File: src/shared/tpu_defs.svh
// register offsets, field positions, reset values and counts for the timer/pwm unit
`ifndef TPU_DEFS_SVH
`define TPU_DEFS_SVH
`define TPU_OFF_SC        8'h00
`define TPU_OFF_CNTH      8'h01
`define TPU_OFF_CNTL      8'h02
`define TPU_OFF_MODH      8'h03
`define TPU_OFF_MODL      8'h04
`define TPU_OFF_IRQ_STAT  8'h05
`define TPU_OFF_IRQ_MASK  8'h06
`define TPU_OFF_CH_BASE   8'h10
`define TPU_CH_STRIDE     8'h04
`define TPU_CH_SC         2'd0
`define TPU_CH_VH         2'd1
`define TPU_CH_VL         2'd2
`define TPU_CH_IN         2'd3
`define TPU_SC_OVF        7
`define TPU_SC_OVIE       6
`define TPU_SC_CAS        5
`define TPU_SC_CLKHI      4
`define TPU_SC_CLKLO      3
`define TPU_CSC_FLAG      7
`define TPU_CSC_IE        6
`define TPU_CSC_MSB       5
`define TPU_CSC_MSA       4
`define TPU_CSC_ELB       3
`define TPU_CSC_ELA       2
`define TPU_SC_RESET      8'h00
`define TPU_CSC_RESET     8'h00
`define TPU_MOD_RESET     16'h0000
`define TPU_CNT_FREE_PRE  16'hfffe
`define TPU_CNT_FREE_TOP  16'hffff
`define TPU_DIV_DEFAULT   8
`endif

File: src/shared/tpu_pkg.sv
// types shared by the timer/pwm unit
package tpu_pkg;
  typedef enum logic [1:0] {
    TPU_COH_EMPTY,
    TPU_COH_HALF,
    TPU_COH_FULL
  } tpu_coh_t;
  typedef enum logic [1:0] {
    TPU_CLK_OFF,
    TPU_CLK_BUS,
    TPU_CLK_FIXED,
    TPU_CLK_EXT
  } tpu_clk_t;
endpackage

File: src/shared/tpu_buf_if.sv
// write-buffer bundle between the unit and one coherency buffer
`timescale 1ns/10ps
`default_nettype none
interface tpu_buf_if;
  logic        wr_hi;
  logic        wr_lo;
  logic [7:0]  wdata;
  logic        cancel;
  logic        take;
  logic        full;
  logic [15:0] value;
  modport owner (output wr_hi, output wr_lo, output wdata, output cancel, output take,
                 input full, input value);
  modport buffer (input wr_hi, input wr_lo, input wdata, input cancel, input take,
                  output full, output value);
endinterface
`default_nettype wire

File: src/rtl/tpu_timer.sv
// 16-bit timer/pwm unit with buffered modulo and channel value registers
//
// The implementer's own choices: the strobed register port and the register offsets.
`timescale 1ns/10ps
`default_nettype none
`include "tpu_defs.svh"
// Contract
// RQ1: with center-align set, software uses every active channel as center pwm.
// RQ2: modulo and channel value byte writes go to buffers first.
// RQ3: center mode, clock off: channel value loads when second byte written.
// RQ4: center mode, clock on: load on both bytes and count modulo-1 to modulo.
// RQ5: free-running counter: load when counter goes 0xfffe to 0xffff.
// RQ6: counter equal modulo sets overflow flag at end of that count.
// RQ7: main control write discards pending modulo buffer bytes.
// RQ8: channel control write discards that channel's pending value bytes.
// RQ9: any chip reset returns the whole unit to reset state.
// RQ10: reset clears main control: clock stopped, overflow interrupt off.
// RQ11: reset clears center-align, mode and edge bits: capture, pin released.
// RQ12: capture channel sets flag on each selected pin edge.
// RQ13: compare or pwm channel sets flag when counter matches value.
// RQ14: center mode counts zero up to modulo and back down, repeating.
module tpu_timer #(
  parameter int NCH     = 2,
  parameter int DIV_FIX = `TPU_DIV_DEFAULT
) (
  input  wire logic             CORE_CLK,
  input  wire logic             RST,
  input  wire logic [7:0]       ADDR,
  input  wire logic [7:0]       WDATA,
  input  wire logic             WR,
  input  wire logic             RD,
  output logic [7:0]            RDATA,
  input  wire logic             EXT_CLK,
  input  wire logic [NCH-1:0]   CH_PIN_IN,
  output logic [NCH-1:0]        CH_PIN_OUT,
  output logic [NCH-1:0]        CH_PIN_OE,
  output logic                  IRQ
);
  logic [7:0]       sc_r;
  logic [15:0]      cnt_r;
  logic [15:0]      mod_r;
  logic             down_r;
  logic [7:0]       div_r;
  logic [2:0]       ext_sync_r;
  logic             tick;
  logic             wr_sc;
  logic             ovf_evt;
  logic [15:0]      cnt_nxt;
  logic             down_nxt;
  logic [7:0]       csc_r  [NCH];
  logic [15:0]      cval_r [NCH];
  logic [NCH-1:0]   ch_evt;
  logic [NCH-1:0]   pin_s1_r;
  logic [NCH-1:0]   pin_s2_r;
  logic [NCH-1:0]   pin_d_r;
  logic [NCH:0]     irq_stat_r;
  logic [NCH:0]     irq_mask_r;
  logic [NCH:0]     evt_vec;
  logic             rd_stat;
  logic             cas;
  logic             clk_on;
  tpu_pkg::tpu_clk_t clk_sel;

  function automatic logic ch_hit(input logic [7:0] a, input int ch, input logic [1:0] r);
    ch_hit = (a == 8'(`TPU_OFF_CH_BASE + `TPU_CH_STRIDE * ch + r));
  endfunction

  assign cas     = sc_r[`TPU_SC_CAS];
  assign clk_sel = tpu_pkg::tpu_clk_t'({sc_r[`TPU_SC_CLKHI], sc_r[`TPU_SC_CLKLO]});
  assign clk_on  = (clk_sel != tpu_pkg::TPU_CLK_OFF);
  assign wr_sc   = WR && (ADDR == `TPU_OFF_SC);
  assign rd_stat = RD && (ADDR == `TPU_OFF_IRQ_STAT);

  // counter clock: bus rate, fixed divider, or synchronised external edge
  always_ff @(posedge CORE_CLK or posedge RST) begin
    if (RST) begin
      div_r      <= 8'h00;
      ext_sync_r <= 3'b000;
    end else begin
      ext_sync_r <= {ext_sync_r[1:0], EXT_CLK};
      div_r      <= (div_r == 8'(DIV_FIX - 1)) ? 8'h00 : div_r + 8'h01;
    end
  end

  always_comb begin
    case (clk_sel)
      tpu_pkg::TPU_CLK_BUS:   tick = 1'b1;
      tpu_pkg::TPU_CLK_FIXED: tick = (div_r == 8'h00);
      tpu_pkg::TPU_CLK_EXT:   tick = ext_sync_r[1] && !ext_sync_r[2];
      default:                tick = 1'b0;
    endcase
  end

  // modulo buffer
  tpu_buf_if mod_bif ();
  assign mod_bif.wr_hi  = WR && (ADDR == `TPU_OFF_MODH); // RQ2
  assign mod_bif.wr_lo  = WR && (ADDR == `TPU_OFF_MODL); // RQ2
  assign mod_bif.wdata  = WDATA;
  assign mod_bif.cancel = wr_sc; // RQ7
  // modulo takes effect at once while stopped, else when the count at modulo (or 0xffff free-running) ends
  assign mod_bif.take   = mod_bif.full && !wr_sc && (!clk_on || (tick && ovf_evt));
  tpu_coh_buf u_mod_buf (.clk(CORE_CLK), .rst(RST), .bif(mod_bif.buffer));

  always_ff @(posedge CORE_CLK or posedge RST) begin
    if (RST) begin
      mod_r <= `TPU_MOD_RESET; // RQ9
    end else if (mod_bif.take) begin
      mod_r <= mod_bif.value;
    end
  end

  // counter
  always_comb begin
    cnt_nxt  = cnt_r;
    down_nxt = down_r;
    ovf_evt  = 1'b0;
    if (cas) begin
      // RQ14: up to modulo, then down to zero
      if (!down_r) begin
        if (cnt_r >= mod_r) begin
          down_nxt = (mod_r != 16'h0000);
          cnt_nxt  = (mod_r != 16'h0000) ? mod_r - 16'h0001 : 16'h0000;
          ovf_evt  = 1'b1; // RQ6
        end else begin
          cnt_nxt = cnt_r + 16'h0001;
        end
      end else if (cnt_r == 16'h0000) begin
        down_nxt = 1'b0;
        cnt_nxt  = 16'h0001;
      end else begin
        cnt_nxt = cnt_r - 16'h0001;
      end
    end else begin
      down_nxt = 1'b0;
      if (mod_r != 16'h0000 && cnt_r == mod_r) begin
        cnt_nxt = 16'h0000;
        ovf_evt = 1'b1; // RQ6
      end else begin
        if (cnt_r == `TPU_CNT_FREE_TOP) ovf_evt = 1'b1; // RQ6
        cnt_nxt = cnt_r + 16'h0001;
      end
    end
  end

  always_ff @(posedge CORE_CLK or posedge RST) begin
    if (RST) begin
      cnt_r  <= 16'h0000;
      down_r <= 1'b0;
    end else if (WR && (ADDR == `TPU_OFF_CNTH || ADDR == `TPU_OFF_CNTL)) begin
      cnt_r  <= 16'h0000;
      down_r <= 1'b0;
    end else if (tick) begin
      cnt_r  <= cnt_nxt;
      down_r <= down_nxt;
    end
  end

  // main control; flag set wins over the software clear
  always_ff @(posedge CORE_CLK or posedge RST) begin
    if (RST) begin
      sc_r <= `TPU_SC_RESET; // RQ10 RQ11
    end else begin
      if (wr_sc) begin
        sc_r[6:0] <= WDATA[6:0];
        if (!WDATA[`TPU_SC_OVF]) sc_r[`TPU_SC_OVF] <= 1'b0;
      end
      if (tick && ovf_evt) sc_r[`TPU_SC_OVF] <= 1'b1; // RQ6
    end
  end

  // channels
  always_ff @(posedge CORE_CLK or posedge RST) begin
    if (RST) begin
      pin_s1_r <= '0;
      pin_s2_r <= '0;
      pin_d_r  <= '0;
    end else begin
      pin_s1_r <= CH_PIN_IN;
      pin_s2_r <= pin_s1_r;
      pin_d_r  <= pin_s2_r;
    end
  end

  genvar g;
  generate
    for (g = 0; g < NCH; g++) begin : g_ch
      tpu_buf_if bif ();
      logic mode_out;
      logic rise;
      logic fall;
      logic load_pt;
      logic wr_csc;
      assign wr_csc    = WR && ch_hit(ADDR, g, `TPU_CH_SC);
      assign bif.wr_hi = WR && ch_hit(ADDR, g, `TPU_CH_VH); // RQ2
      assign bif.wr_lo = WR && ch_hit(ADDR, g, `TPU_CH_VL); // RQ2
      assign bif.wdata = WDATA;
      assign bif.cancel = wr_csc; // RQ8
      // RQ4 RQ5: step from modulo-1 to modulo in center mode, else count modulo, or 0xfffe when free-running
      assign load_pt = tick && (cas ? (!down_r && cnt_r == mod_r - 16'h0001)
                                    : ((mod_r == 16'h0000)
                                       ? (cnt_r == `TPU_CNT_FREE_PRE)
                                       : (cnt_r == mod_r)));
      assign bif.take = bif.full && !wr_csc && (!clk_on || load_pt); // RQ3 RQ4 RQ5
      tpu_coh_buf u_buf (.clk(CORE_CLK), .rst(RST), .bif(bif.buffer));

      assign mode_out = csc_r[g][`TPU_CSC_MSB] || csc_r[g][`TPU_CSC_MSA] || cas; // RQ1
      assign rise = pin_s2_r[g] && !pin_d_r[g];
      assign fall = !pin_s2_r[g] && pin_d_r[g];
      always_comb begin
        if (mode_out)
          ch_evt[g] = tick && (cnt_r == cval_r[g]); // RQ13
        else
          ch_evt[g] = (csc_r[g][`TPU_CSC_ELA] && rise) || (csc_r[g][`TPU_CSC_ELB] && fall); // RQ12
      end

      always_ff @(posedge CORE_CLK or posedge RST) begin
        if (RST) begin
          cval_r[g] <= 16'h0000;
        end else if (!mode_out && ch_evt[g]) begin
          cval_r[g] <= cnt_r;
        end else if (bif.take) begin
          cval_r[g] <= bif.value;
        end
      end

      always_ff @(posedge CORE_CLK or posedge RST) begin
        if (RST) begin
          csc_r[g] <= `TPU_CSC_RESET; // RQ11
        end else begin
          if (wr_csc) begin
            csc_r[g][6:0] <= WDATA[6:0];
            if (!WDATA[`TPU_CSC_FLAG]) csc_r[g][`TPU_CSC_FLAG] <= 1'b0;
          end
          if (ch_evt[g]) csc_r[g][`TPU_CSC_FLAG] <= 1'b1; // RQ12 RQ13
        end
      end

      // pwm: high while counter below value, low there with ELA set; pin released with edge bits clear
      always_ff @(posedge CORE_CLK or posedge RST) begin
        if (RST) begin
          CH_PIN_OUT[g] <= 1'b0;
          CH_PIN_OE[g]  <= 1'b0; // RQ11
        end else begin
          CH_PIN_OE[g]  <= mode_out && (csc_r[g][`TPU_CSC_ELB] || csc_r[g][`TPU_CSC_ELA]);
          CH_PIN_OUT[g] <= (cnt_r < cval_r[g]) ^ csc_r[g][`TPU_CSC_ELA];
        end
      end
      assign evt_vec[g+1] = ch_evt[g];
    end
  endgenerate
  assign evt_vec[0] = tick && ovf_evt;

  // sticky interrupt status, cleared by reading; a new event wins
  always_ff @(posedge CORE_CLK or posedge RST) begin
    if (RST) begin
      irq_stat_r <= '0;
      irq_mask_r <= '0;
    end else begin
      irq_stat_r <= (rd_stat ? '0 : irq_stat_r) | evt_vec;
      if (WR && ADDR == `TPU_OFF_IRQ_MASK) irq_mask_r <= WDATA[NCH:0];
    end
  end
  // overflow also gated by its own enable bit
  assign IRQ = |(irq_stat_r & irq_mask_r & {{NCH{1'b1}}, sc_r[`TPU_SC_OVIE]});

  // read port
  always_ff @(posedge CORE_CLK or posedge RST) begin
    if (RST) begin
      RDATA <= 8'h00;
    end else if (RD) begin
      RDATA <= 8'h00;
      case (ADDR)
        `TPU_OFF_SC:       RDATA <= sc_r;
        `TPU_OFF_CNTH:     RDATA <= cnt_r[15:8];
        `TPU_OFF_CNTL:     RDATA <= cnt_r[7:0];
        `TPU_OFF_MODH:     RDATA <= mod_r[15:8];
        `TPU_OFF_MODL:     RDATA <= mod_r[7:0];
        `TPU_OFF_IRQ_STAT: RDATA <= 8'(irq_stat_r);
        `TPU_OFF_IRQ_MASK: RDATA <= 8'(irq_mask_r);
        default: begin
          for (int c = 0; c < NCH; c++) begin
            if (ch_hit(ADDR, c, `TPU_CH_SC)) RDATA <= csc_r[c];
            if (ch_hit(ADDR, c, `TPU_CH_VH)) RDATA <= cval_r[c][15:8];
            if (ch_hit(ADDR, c, `TPU_CH_VL)) RDATA <= cval_r[c][7:0];
          end
        end
      endcase
    end
  end
endmodule
`default_nettype wire

File: src/rtl/tpu_coh_buf.sv
// two-byte write buffer with a coherency sequence
`timescale 1ns/10ps
`default_nettype none
module tpu_coh_buf (
  input  wire logic    clk,
  input  wire logic    rst,
  tpu_buf_if.buffer    bif
);
  tpu_pkg::tpu_coh_t state_r;
  logic [7:0]        hi_r;
  logic [7:0]        lo_r;

  // either byte first; the second completes the pair, take empties it
  always_ff @(posedge clk or posedge rst) begin
    if (rst) begin
      state_r <= tpu_pkg::TPU_COH_EMPTY;
    end else if (bif.cancel || bif.take) begin
      state_r <= tpu_pkg::TPU_COH_EMPTY;
    end else if (bif.wr_hi || bif.wr_lo) begin
      case (state_r)
        tpu_pkg::TPU_COH_EMPTY: state_r <= tpu_pkg::TPU_COH_HALF;
        tpu_pkg::TPU_COH_HALF:  state_r <= tpu_pkg::TPU_COH_FULL;
        tpu_pkg::TPU_COH_FULL:  state_r <= tpu_pkg::TPU_COH_FULL;
        default:                state_r <= tpu_pkg::TPU_COH_EMPTY;
      endcase
    end
  end

  always_ff @(posedge clk or posedge rst) begin
    if (rst) begin
      hi_r <= 8'h00;
      lo_r <= 8'h00;
    end else begin
      if (bif.wr_hi) hi_r <= bif.wdata;
      if (bif.wr_lo) lo_r <= bif.wdata;
    end
  end

  assign bif.full  = (state_r == tpu_pkg::TPU_COH_FULL);
  assign bif.value = {hi_r, lo_r};
endmodule
`default_nettype wire

File: config.mk
export PLATFORM = sky130hd
export DESIGN_NAME = tpu_timer
export DESIGN_NICKNAME = d
export VERILOG_FILES = /design/src/shared/tpu_pkg.sv /design/src/shared/tpu_buf_if.sv /design/src/rtl/tpu_timer.sv /design/src/rtl/tpu_coh_buf.sv
export VERILOG_INCLUDE_DIRS = /design/src /design/src/shared
export SDC_FILE = /design/constraint.sdc
export NUM_CORES = 1
export LEC_CHECK = 0
export BUFFER_PORTS_ARGS = -buffer_cell sky130_fd_sc_hd__buf_4
export CORE_AREA = 3 3 155 157
export DETAILED_ROUTE_END_ITERATION = 8
export DIE_AREA = 0 0 158 160
export GPL_ROUTABILITY_DRIVEN = 0
export PLACE_DENSITY_LB_ADDON = 0.15
export SYNTH_ARGS = -nofsm -noshare
export SYNTH_HDL_FRONTEND = slang
export SYNTH_SLANG_ARGS = --single-unit
export TNS_END_PERCENT = 1
File: constraint.sdc
create_clock -name CORE_CLK -period 9.9 [get_ports CORE_CLK]
set_clock_uncertainty 0.05 [all_clocks]
set_input_delay 0 -clock CORE_CLK [delete_from_list [all_inputs] [get_ports CORE_CLK]]
set_output_delay 0 -clock CORE_CLK [all_outputs]
set_load 0.01 [all_outputs]
==> impl_metrics.py <==
metrics = {
    "run_status": {
        "status": "finished, final reports clean",
    },
    "worst_setup_path": {
        "rr_worst_depth": 9,
        "r2r_setup_slack_ps": 5730,
        "r2r-start": "mod_r[4]",
        "critPathLaunchType": "flip-flop",
        "worstSetupEndpointType": "flip-flop",
        "critPathKind": "flip-flop to flip-flop",
        "arrival_ps": 4440,
        "cp_max_fo": 17,
        "critPathRequiredTime_ps": 10170,
        "rr_endpoint": "cval_r[13]",
    },
    "floorplanning": {
        "core_area_sq_um": 22640,
        "initial_utilization": 0.5005,
        "fp.dieH_um": 160,
        "die_area_sq_um": 25280,
        "io_pins": 36,
        "die_x_um": 158,
        "num_rows": 55,
    },
    "cts": {
        "clock-sinks": 178,
        "cts_max_level": 4,
        "clk_pin_slew_ps": 80,
        "clk_latency_ps": 450,
        "clockBufferDepth": 2,
        "root_buffer": "clkbuf_16",
        "tritoncts": "built",
        "numCtsBuffers": 17,
    },
    "finish": {
        "ff_latch_area_sq_um": 4454,
        "drive_above_1_share": 0.1646,
        "n_antenna_cell": 0,
        "areaGrowthSynthToFinish_pct": 10.70,
        "nFillCells": 2005,
        "nets": 1287,
        "multi_input_area_sq_um": 6295,
    },
    "timing": {
        "max_freq_mhz": 240.1,
        "slew_headroom": 0.3551,
        "setup_viol": 0,
        "rsz0062_at_grt": "no",
        "tns_ps": 0,
        "tightestPinTransition_ps": 963.8,
        "fin_crit_ps": 4165,
        "final-max-slew-violation-count": 0,
        "period_share": 0.4207,
        "timing.final.hold_violations": 0,
    },
    "global_route": {
        "grt_max_degree": 105,
        "use_met2": 0.3892,
        "grt.busiest_layer": "met1",
        "grt_use_total": 0.2772,
        "grtUsageMet3": 0.06775,
        "grt.overflow.total": 0,
        "grt_pass1_vias": 8822,
        "grt_pass1_wl_mm": 53.36,
        "antenna_found_initial": 0,
        "grt.met1_usage": 0.4156,
    },
    "min_path": {
        "hold_class": "primary input to flip-flop",
        "hold_path_end": "RDATA[1]",
        "hold_depth": 4,
        "hp-start": "ADDR[4]",
    },
    "detailed_routing": {
        "wl_per_cell_um": 22.90,
        "drt_drc_violations_left": 0,
        "drtPass1Iterations": 7,
        "drtIter0Drc": 964,
        "wl_mm": 34.35,
        "vias": 9364,
        "postRouteAntennaNets": 0,
        "drt-vias-per-instance": 6.243,
    },
    "placement": {
        "hpwlAfterDp_mm": 23.41,
        "io_buffers": 35,
    },
    "pwr": {
        "power_frac_comb": 0.374,
        "clockPowerShare": 0.261,
        "power.density_nw_per_um2": 210.8,
        "sequentialPowerShare": 0.365,
        "ir_drop_mv": 0.1077,
        "cellLeakagePower_nw": 5.751,
        "p_int_mw": 1.586,
        "power.total_mw": 2.645,
        "switching_power_mw": 1.058,
        "p_sw_frac": 0.4002,
    },
    "yosys": {
        "ys_seq_area_frac": 0.3931,
        "netlist_instances": 1192,
        "synth_edf_count": 0,
        "yosys_register_bits": 178,
        "synth_fp_nets": 1277,
        "synthArstFlopShare": 1.000,
        "ys.flop_type": "dfrtp_1",
        "yosys_warnings": 0,
        "synth_area_sq_um": 11330,
        "synth_cell_type_count": 76,
        "avgSynthCellArea_sq_um": 9.507,
    },
    "run": {
        "max-cap-violations": 0,
    },
}
through the flow:
step / hold slack (ps) / cell area [sq um] / utilization / worst slack, ps / instances
after floorplan: -18.57 / 11330 / - / 5020 / 1192
after global placement: 59.89 / 11810 / 0.5215 / 5977 / 1455
after detailed placement: 60.56 / 11810 / 0.5215 / 5891 / 1455
after CTS: 49.60 / 12540 / 0.5541 / 5846 / 1500
after global routing: 104.8 / 12540 / 0.5541 / 5461 / 1500
final: 79.35 / 12540 / 0.5541 / 5735 / 1500
cells in the mapped netlist (all sizes together), types with 5 or more instances:
| library cell | instances | area, sq um |
|---|---|---|
| mux2i | 50 | 500.5 |
| a221oi | 13 | 113.9 |
| and2 | 9 | 56.30 |
| nand2 | 111 | 416.7 |
| ha | 62 | 775.7 |
| a21oi | 60 | 304.0 |
| dfrtp | 178 | 4454 |
| mux2 | 89 | 1002 |
| xnor2 | 41 | 359.1 |
| a31oi | 21 | 131.4 |
| xor2 | 11 | 96.34 |
| a21o | 9 | 67.56 |
| nor4 | 14 | 93.84 |
| nand2b | 7 | 43.79 |
| o21ai | 84 | 420.4 |
| nand4 | 24 | 150.1 |
| o22ai | 13 | 81.33 |
| nor2 | 65 | 251.5 |
| buf | 15 | 87.59 |
| nand3b | 8 | 72.57 |
| nor3b | 5 | 48.80 |
| nand3 | 20 | 100.1 |
| clkbuf | 65 | 244.0 |
| or3 | 13 | 81.33 |
| a211oi | 5 | 37.54 |
| inv | 69 | 259.0 |
| o21a | 13 | 97.59 |
| nor3 | 21 | 116.4 |
| nor2b | 18 | 112.6 |
| and3 | 12 | 75.07 |
logic make-up (layout without fill, tap and decap cells):
group                    Yosys count  after routing  synth area share
adder cells (fa/ha/maj)           62             62           0.06845
XOR/XNOR                          54             54           0.04416
multiplexers                     143            143            0.1406
flip-flops                       178            178            0.3931
AO/OA/AOI/OAI                    267            267            0.1501
buffers and inverters            149            172           0.05211
AND/OR/NAND/NOR                  339            339            0.1516
power groups by stage:
stage	sequential, mW	combinational (mW)	clock [mW]
finish	0.966	0.988	0.691
floorplan	0.920	0.717	0
global route	0.979	1.10	0.731
global placement	0.973	0.955	0
detailed placement	0.975	0.962	0
CTS	0.962	0.974	0.700
sequential cells by signal (all words and copies together), names as in the netlist, 16 cells and up:
register	count
mod_r	16
cnt_r	16
g_ch.u_buf.hi_r	16
g_ch.u_buf.lo_r	16
cval_r	32
csc_r	16
cell usage in the layout (no fill, tap or decap), types with 5 or more instances in the layout:
cell type	synthesis	layout
dfrtp_1	178	178
nand2_1	111	111
mux2_2	89	89
inv_1	69	68
nor2_1	64	64
ha_1	62	62
a21oi_1	59	59
buf_4	1	58
o21ai_0	50	50
mux2i_1	50	50
xnor2_1	41	41
o21ai_1	34	34
nand4_1	24	24
a31oi_1	21	21
nand3_1	20	20
nor3_1	20	20
nor2b_1	18	18
clkbuf_16	0	17
o21a_1	13	13
nor4_1	13	13
or3_1	13	13
o22ai_1	13	13
a221oi_1	13	13
dlygate4sd3_1	0	13
and3_1	12	12
xor2_1	11	11
a21o_1	9	9
and2_1	9	9
nand2b_1	7	7
nand3b_1	7	7
a211oi_1	5	5
inv_8	0	5
clkinv_8	0	5
cell type report:
type,count,area share
Multi-Input combinational cell,865,0.5018
Sequential cell,178,0.3551
Timing Repair Buffer,71,0.04508
Clock buffer,17,0.03391
Tap cell,285,0.02843
Inverter,69,0.02124
Clock inverter,15,0.01446
worst max-delay path, cell delays in order, from the launching register on:
cell and delay [ps]:
dfrtp_1 610, nor2_1 670, nand4_1 250, nor2_1 780, a31oi_1 250, a211oi_1 350, a21oi_2 170, nor2_4 540
mux2i_1 280, o21ai_1 80
timing repair:
| action | 4_1_cts | 5_1_grt |
|---|---|---|
| hold endpoints to repair | 192 | 0 |
| setup endpoints to repair | 0 | 0 |
| hold buffers | 13 | 0 |
| gates resized for setup | 0 | 0 |
| buffers inserted | 0 | 0 |
per-layer routing:
layer / share of wire / wire [um] / up-vias
li1: - / - / 4297
met1: 0.45 / 15310 / 4529
met2: 0.43 / 14700 / 467
met3: 0.097 / 3317 / 71
met4: 0.030 / 1029 / 0
met5: 0 / 0 / -
how the worst max path moves through the flow:
stage	to	from	cells past startpoint	slack [ps]
after floorplan	CH_PIN_OE[0]	RST	1	5020
after global placement	cval_r[13]	mod_r[4]	9	5980
after detailed placement	cval_r[10]	mod_r[4]	9	5890
after CTS	cval_r[13]	mod_r[4]	9	5850
after global routing	cval_r[10]	mod_r[4]	9	5460
final	cval_r[13]	mod_r[4]	9	5730
Note: power is estimated with default switching activity, not from simulation.
